File: config.mk
export PLATFORM = sky130hd
export DESIGN_NAME = pwd_top
export DESIGN_NICKNAME = d
export VERILOG_FILES = /design/src/logic/pwd_pkg.sv /design/src/logic/pwd_top.sv
export SDC_FILE = /design/constraint.sdc
export NUM_CORES = 1
export LEC_CHECK = 0
export ABC_AREA = 1
export BUFFER_PORTS_ARGS = -buffer_cell sky130_fd_sc_hd__buf_2
export CAP_MARGIN = 20
export CORE_ASPECT_RATIO = 1.75
export CORE_UTILIZATION = 47
export CTS_CLUSTER_SIZE = 12
export DETAILED_ROUTE_END_ITERATION = 10
export MAX_ROUTING_LAYER = met4
export PLACE_DENSITY = 0.76
export SETUP_SLACK_MARGIN = 0.2
export SLEW_MARGIN = 20
export SYNTH_ARGS = -nofsm -noshare
export SYNTH_HDL_FRONTEND = slang
export SYNTH_SLANG_ARGS = --single-unit
File: constraint.sdc
create_clock -name aclk -period 1.57 [get_ports aclk]
set_clock_uncertainty 0.15 [all_clocks]
set_input_delay 0.0785 -clock aclk [delete_from_list [all_inputs] [get_ports aclk]]
set_output_delay 0.0785 -clock aclk [all_outputs]
set_load 0.02 [all_outputs]
File: src/logic/pwd_pkg.sv
// package of constants and types for the prescaled watchdog
package pwd_pkg;
  // register indices; byte address is four times the index
  localparam logic [9:0]  IDX_CTRL    = 10'h08f;
  localparam logic [9:0]  IDX_STAT    = 10'h090;
  localparam logic [11:0] ADDR_CTRL   = {IDX_CTRL, 2'b00};
  localparam logic [11:0] ADDR_STAT   = {IDX_STAT, 2'b00};
  // control field positions
  localparam int          BIT_RUN     = 7;
  localparam int          BIT_RESTART = 6;
  localparam int          BIT_IDLE    = 5;
  localparam int          PS_LSB      = 0;
  localparam int          PS_W        = 3;
  // reset values
  localparam logic        RST_RUN     = 1'b0;
  localparam logic        RST_IDLE    = 1'b0;
  localparam logic [2:0]  RST_PS      = 3'h0;
  // timing counts
  localparam int          OSC_PER_MC  = 12;
  localparam int          WD_BITS     = 14;
  localparam int          PRE_BITS    = 8;
  localparam int          MC_BITS     = 4;
  // bus answers
  localparam logic [1:0]  RESP_OKAY   = 2'h0;
  localparam logic [1:0]  RESP_SLVERR = 2'h2;

  // requests from the bus master
  typedef struct packed {
    logic        awvalid;
    logic [11:0] awaddr;
    logic        wvalid;
    logic [31:0] wdata;
    logic [3:0]  wstrb;
    logic        bready;
    logic        arvalid;
    logic [11:0] araddr;
    logic        rready;
  } pwd_axi_req_t;

  // answers to the bus master
  typedef struct packed {
    logic        awready;
    logic        wready;
    logic        bvalid;
    logic [1:0]  bresp;
    logic        arready;
    logic        rvalid;
    logic [31:0] rdata;
    logic [1:0]  rresp;
  } pwd_axi_rsp_t;
endpackage : pwd_pkg

File: src/logic/pwd_top.sv
// prescaled watchdog timer with an axi4-lite register slave
//
// Chosen here: register access over AXI4-Lite.
`timescale 1ns/100ps
`default_nettype none

module pwd_top #(
  parameter int MC_CLKS = pwd_pkg::OSC_PER_MC,
  parameter int WD_W    = pwd_pkg::WD_BITS
) (
  input  wire logic                  aclk,
  input  wire logic                  aresetn,
  input  wire pwd_pkg::pwd_axi_req_t s_axi_req,
  output var  pwd_pkg::pwd_axi_rsp_t s_axi_rsp,
  input  wire logic                  processor_sleep_bit,
  output var  logic                  processor_clk_en,
  output var  logic                  system_reset_req
);
  import pwd_pkg::*;

  localparam logic [MC_BITS-1:0] MC_LAST = MC_BITS'(MC_CLKS - 1);

  // whole state of the block
  typedef struct packed {
    logic                watchdog_run_enable;
    logic                watchdog_restart_bit;
    logic                run_in_idle_bit;
    logic [PS_W-1:0]     prescale_sel;
    logic [MC_BITS-1:0]  mc_cnt;
    logic [PRE_BITS-1:0] pre_cnt;
    logic [WD_W-1:0]     wd_cnt;
    logic                rst_req;
    logic                clk_en;
    logic                aw_have;
    logic                w_have;
    logic [11:0]         awaddr;
    logic [31:0]         wdata;
    logic                wstrb0;
    logic                rd_ctrl;
    pwd_axi_rsp_t        rsp;
  } pwd_state_t;

  pwd_state_t s_r;
  pwd_state_t s_nxt;

  // prescale select to terminal count (factor minus one)
  function automatic logic [PRE_BITS-1:0] pre_last(input logic [PS_W-1:0] ps);
    unique case (ps)
      3'h0:    pre_last = 8'h01;
      3'h2:    pre_last = 8'h03;
      3'h1:    pre_last = 8'h07;
      3'h3:    pre_last = 8'h0f;
      3'h4:    pre_last = 8'h1f;
      3'h5:    pre_last = 8'h3f;
      3'h6:    pre_last = 8'h7f;
      default: pre_last = 8'hff;
    endcase
  endfunction : pre_last

  // control register image with reserved bits at zero
  function automatic logic [31:0] ctrl_word(input pwd_state_t s);
    ctrl_word = 32'h0;
    ctrl_word[BIT_RUN]     = s.watchdog_run_enable;
    ctrl_word[BIT_RESTART] = s.watchdog_restart_bit;
    ctrl_word[BIT_IDLE]    = s.run_in_idle_bit;
    ctrl_word[PS_LSB+:PS_W] = s.prescale_sel;
  endfunction : ctrl_word

  logic mc_tick;
  logic run;
  logic pre_tick;
  logic wr_go;

  assign mc_tick  = (s_r.mc_cnt == MC_LAST);
  assign run      = s_r.watchdog_run_enable
                    && (!processor_sleep_bit || s_r.run_in_idle_bit);
  assign pre_tick = mc_tick && run && (s_r.pre_cnt == pre_last(s_r.prescale_sel));
  assign wr_go    = s_r.aw_have && s_r.w_have && !s_r.rsp.bvalid;

  // next state: counters, restart, bus
  always_comb begin
    s_nxt = s_r;
    // machine cycle divider, one tick per 12 clocks
    s_nxt.mc_cnt = mc_tick ? '0 : s_r.mc_cnt + 1'b1;
    // prescaler and main counter
    if (mc_tick && run) begin
      s_nxt.pre_cnt = pre_tick ? '0 : s_r.pre_cnt + 1'b1;
    end
    if (pre_tick) begin
      s_nxt.wd_cnt = s_r.wd_cnt + 1'b1;
      if (&s_r.wd_cnt) begin
        s_nxt.rst_req = 1'b1;
      end
    end
    // restart acts at the next machine cycle boundary
    if (s_r.watchdog_restart_bit && mc_tick) begin
      s_nxt.wd_cnt               = '0;
      s_nxt.pre_cnt              = '0;
      s_nxt.watchdog_restart_bit = 1'b0;
    end
    // processor clock gate follows sleep
    s_nxt.clk_en = !processor_sleep_bit;
    // write address and data capture
    if (s_axi_req.awvalid && s_r.rsp.awready) begin
      s_nxt.aw_have = 1'b1;
      s_nxt.awaddr  = s_axi_req.awaddr;
    end
    if (s_axi_req.wvalid && s_r.rsp.wready) begin
      s_nxt.w_have = 1'b1;
      s_nxt.wdata  = s_axi_req.wdata;
      s_nxt.wstrb0 = s_axi_req.wstrb[0];
    end
    // response release
    if (s_r.rsp.bvalid && s_axi_req.bready) begin
      s_nxt.rsp.bvalid = 1'b0;
    end
    // register write; a restart write wins over the auto clear
    if (wr_go) begin
      s_nxt.aw_have   = 1'b0;
      s_nxt.w_have    = 1'b0;
      s_nxt.rsp.bvalid = 1'b1;
      s_nxt.rsp.bresp = RESP_OKAY;
      if (s_r.awaddr == ADDR_CTRL) begin
        if (s_r.wstrb0) begin
          s_nxt.watchdog_run_enable = s_r.wdata[BIT_RUN];
          s_nxt.run_in_idle_bit     = s_r.wdata[BIT_IDLE];
          s_nxt.prescale_sel        = s_r.wdata[PS_LSB+:PS_W];
          if (s_r.wdata[BIT_RESTART]) begin
            s_nxt.watchdog_restart_bit = 1'b1;
          end
        end
      end else if (s_r.awaddr != ADDR_STAT) begin
        s_nxt.rsp.bresp = RESP_SLVERR;
      end
    end
    // read channel
    if (s_r.rsp.rvalid && s_axi_req.rready) begin
      s_nxt.rsp.rvalid = 1'b0;
    end
    if (s_axi_req.arvalid && s_r.rsp.arready) begin
      s_nxt.rsp.rvalid = 1'b1;
      s_nxt.rsp.rresp  = RESP_OKAY;
      s_nxt.rd_ctrl    = (s_axi_req.araddr == ADDR_CTRL);
      if (s_axi_req.araddr == ADDR_CTRL) begin
        s_nxt.rsp.rdata = ctrl_word(s_r);
      end else if (s_axi_req.araddr == ADDR_STAT) begin
        // status image: counter low, prescaler at 29:22, rest zero
        s_nxt.rsp.rdata              = 32'h0;
        s_nxt.rsp.rdata[WD_W-1:0]    = s_r.wd_cnt;
        s_nxt.rsp.rdata[29:22]       = s_r.pre_cnt;
      end else begin
        s_nxt.rsp.rdata = 32'h0;
        s_nxt.rsp.rresp = RESP_SLVERR;
      end
    end
    // ready terms follow the channel state
    s_nxt.rsp.awready = !s_nxt.aw_have && !s_nxt.rsp.bvalid;
    s_nxt.rsp.wready  = !s_nxt.w_have && !s_nxt.rsp.bvalid;
    s_nxt.rsp.arready = !s_nxt.rsp.rvalid;
  end

  // state register with synchronous reset
  always_ff @(posedge aclk) begin
    if (!aresetn) begin
      s_r                      <= '0;
      s_r.watchdog_run_enable  <= RST_RUN;
      s_r.run_in_idle_bit      <= RST_IDLE;
      s_r.prescale_sel         <= RST_PS;
      s_r.clk_en               <= 1'b1;
    end else begin
      s_r <= s_nxt;
    end
  end

  // outputs straight from flops
  assign s_axi_rsp        = s_r.rsp;
  assign processor_clk_en = s_r.clk_en;
  assign system_reset_req = s_r.rst_req;
endmodule : pwd_top

`default_nettype wire

==> results.yml <==
worst_setup_path:
  worstPathArrival_ns: 1.81
  timing.rr.end: "s_r[93]"
  path_class: "reg -> reg"
  crit_chain: "ha_4 > nand3_4 > nor2_4 > inv_2 > nor2_4 > nand2_2 > nor2_4 > inv_4 > o21ai_2 > nor2_1"
  crit_family: "simple AND/OR/NAND/NOR gates"
  crit_required_ns: 1.66
  slowest_delay_ns: 0.35
  critPathBufInv: 2
  cp-start-kind: "flop"
  r2r_start: "s_r[114]"
  crit_fanout: 5
  critPathMostFrequentCell: "nor2_4"
  r2r_setup_slack_ns: -0.15
  worst-r2r-cell-count: 10
  critPathCaptureType: "flop"
  slowest_stage: "dfxtp_2"
route:
  ant_nets: 0
  num_vias: 3921
  drt-total-wl_um: 10800
  drcViolationCount: 0
  drtIter0Drc: 298
  first_pass_iters: 5
  vias_per_cell: 4.96
  wire_per_inst_um: 13.7
sta:
  worst_hold_slack_ns: 0.0146
  max_freq_ghz: 0.581
  setup_viol: 22
  hold_violations: 0
  setup_tns_ns: -2.27
  setup_slack_ns: -0.152
  period_needed_ns: 1.72
  finalCritPeriodShare_pct: 110
  rsz0062_at_grt: "true"
  final_max_slew_viol_count: 0
final_layout:
  antenna_cells: 0
  n_fill_cell: 631
  final_common_cell: "nand2_1"
  syn2layout_area_growth_pct: 36.1
  seqCellArea_um2: 1700
  nets: 741
  design_area_um2: 5530
  drive_gt1_share_pct: 33.0
  mostFrequentLayoutCells: "nand2_1 (107), dfxtp_1 (72), buf_2 (69)"
  multi_input_area_um2: 2140
place:
  port_buffers: 69
  hpwlAfterDp_um: 6590
  gp_congestion: 0.868
  place_area_um2: 4510
pwr:
  vdd_drop_max_v: 0.000698
  p_per_area_nw_per_um2: 845
  p_sw_uw: 1180
  finalPower_uw: 4670
  p_clk_share_pct: 42.1
  p_leak_uw: 0.00233
  comb_power_share_pct: 9.6
  swShare_pct: 25.3
  seq_power_share_pct: 48.3
  intPower_uw: 3490
worst_hold_path:
  hold_path_end: "s_axi_rsp[1]"
  hold_path_depth: 5
  hold_start: "s_axi_req[8]"
  worstHoldPathType: "in -> reg"
clock_tree:
  insertion_delay_ns: 0.35
  cts_buffers: 9
  cts.htree.levels: 3
  root_buffer: "clkbuf_16"
  clk_pin_slew_ns: 0.06
  cts_max_path_buffers: 2
  clock-sinks: 84
  cts_tree: "built"
synthesis:
  netlist_instances: 564
  ys.warnings.count: 0
  netlist_area_um2: 4060
  ys_ff_latch: 84
  ys_types: 29
  syn_area_per_cell_um2: 7.20
  seq_area_frac_synth_pct: 41.4
die:
  io_pins: 111
  dieArea_um2: 9030
  core_area_um2: 8310
  start_util_pct: 48.8
  die_h_um: 125
  row_count: 44
  die_w_um: 72.3
global_routing:
  antenna_found_initial: 0
  grt_pass1_wl_um: 16300
  grt_pass1_vias: 3839
  grt_max_degree: 26
  grt.total_usage_pct: 23.6
  grt_overflow: 0
run_status:
  violations: "negative setup slack"
  status: "complete, but fails checks"
job:
  drv_cap: 0
## registers in the layout, summed over array words and instances (netlist names)
name              flops
system_reset_req      1
processor_clk_en      1
s_r                  53
s_axi_rsp            29
## power by group through the flow
stage          sequential, uW  combinational, uW  clock (uW)
6_report                 2250                449        1970
5_1_grt                  2260                494        2060
4_1_cts                  2240                410        1970
3_5_place_dp             2290                352           0
3_3_place_gp             2290                342           0
2_1_floorplan            2280                279           0
## per-stage QoR
| step | util (%) | instances | worst slack (ns) |
|---|---|---|---|
| final | 66.5 | 790 | -0.152 |
| after global routing | 66.5 | 790 | -0.235 |
| after CTS | 63.4 | 785 | -0.0936 |
| after detailed placement | 54.2 | 738 | -0.259 |
| after global placement | 54.2 | 738 | -0.178 |
| after floorplan | - | 575 | -0.0294 |
## Yosys cell counts
library cell | n | share of area (%)
buf_4 | 42 | 7.8
nor3_1 | 8 | 0.99
buf_2 | 2 | 0.25
nor3b_2 | 2 | 0.62
nand3_2 | 2 | 0.49
inv_1 | 56 | 5.2
nand2_1 | 114 | 11
inv_2 | 6 | 0.55
dfxtp_1 | 84 | 41
o211ai_1 | 10 | 1.8
ha_1 | 3 | 0.92
nand3b_1 | 2 | 0.37
nor2_2 | 5 | 0.77
or2_2 | 2 | 0.31
nor2_4 | 3 | 0.83
nand3_1 | 29 | 3.6
o21ai_0 | 28 | 3.5
clkbuf_1 | 10 | 0.92
o32ai_1 | 1 | 0.22
conb_1 | 1 | 0.092
nor2_1 | 73 | 6.7
buf_6 | 2 | 0.55
nand4_1 | 9 | 1.4
xnor2_1 | 3 | 0.65
xor2_1 | 12 | 2.6
nor4_1 | 3 | 0.46
o21ai_1 | 3 | 0.37
a21oi_1 | 46 | 5.7
nand2_2 | 3 | 0.46
## metal layers
layer	global-route usage, %	share of wire (%)	vias up
met4	12.7	3.1	0
li1	-	-	1965
met5	-	0	-
met1	23.2	37	1805
met3	4.27	4.1	38
met2	42.4	56	113
## how the worst max path moves through the flow
stage	from	cells past startpoint	end	slack, ns
final	s_r[114]	10	s_r[93]	-0.15
after CTS	s_r[113]	9	s_r[111]	-0.09
after detailed placement	s_r[119]	9	s_r[100]	-0.26
after floorplan	s_r[114]	10	s_r[92]	-0.03
after global placement	s_r[119]	9	s_r[101]	-0.18
after global routing	s_r[114]	10	s_r[93]	-0.23
## worst min-delay path, delay by kind of cell
family | cells | cell delay (ns)
buf+inv | 1 | 0.08
simple gates | 3 | 0.19
compound gates | 1 | 0.12
## timing repair
action / 4_1_cts / 5_1_grt
gates resized for setup: 42 / 65
endpoints found under the hold margin: 27 / 0
pin swaps: 19 / 21
setup endpoints to repair: 36 / 41
cloned: 2 / 1
hold buffers: 24 / 0
setup buffers: 5 / 4
## cell families (layout without fill, tap and decap cells)
kind of cell             Yosys count  after routing  share of synthesized area (%)
AO/OA/AOI/OAI                     88             88                           11.6
XOR/XNOR                          15             15                           3.24
adder cells (fa/ha/maj)            3              3                          0.925
buffers and inverters            118            218                           15.2
flip-flops                        84             84                           41.4
other                              1             12                         0.0924
AND/OR/NAND/NOR                  255            255                           27.5
## area by class of cell
class,count,share of cell area (%)
Multi-Input combinational cell,373,38.8
Sequential cell,84,30.8
Timing Repair Buffer,139,18.2
Inverter,62,4.37
Clock buffer,10,4.33
Tap cell,115,2.60
Clock inverter,6,0.725
Timing Repair inverter,1,0.136
Power figures use the tool's default switching activity.
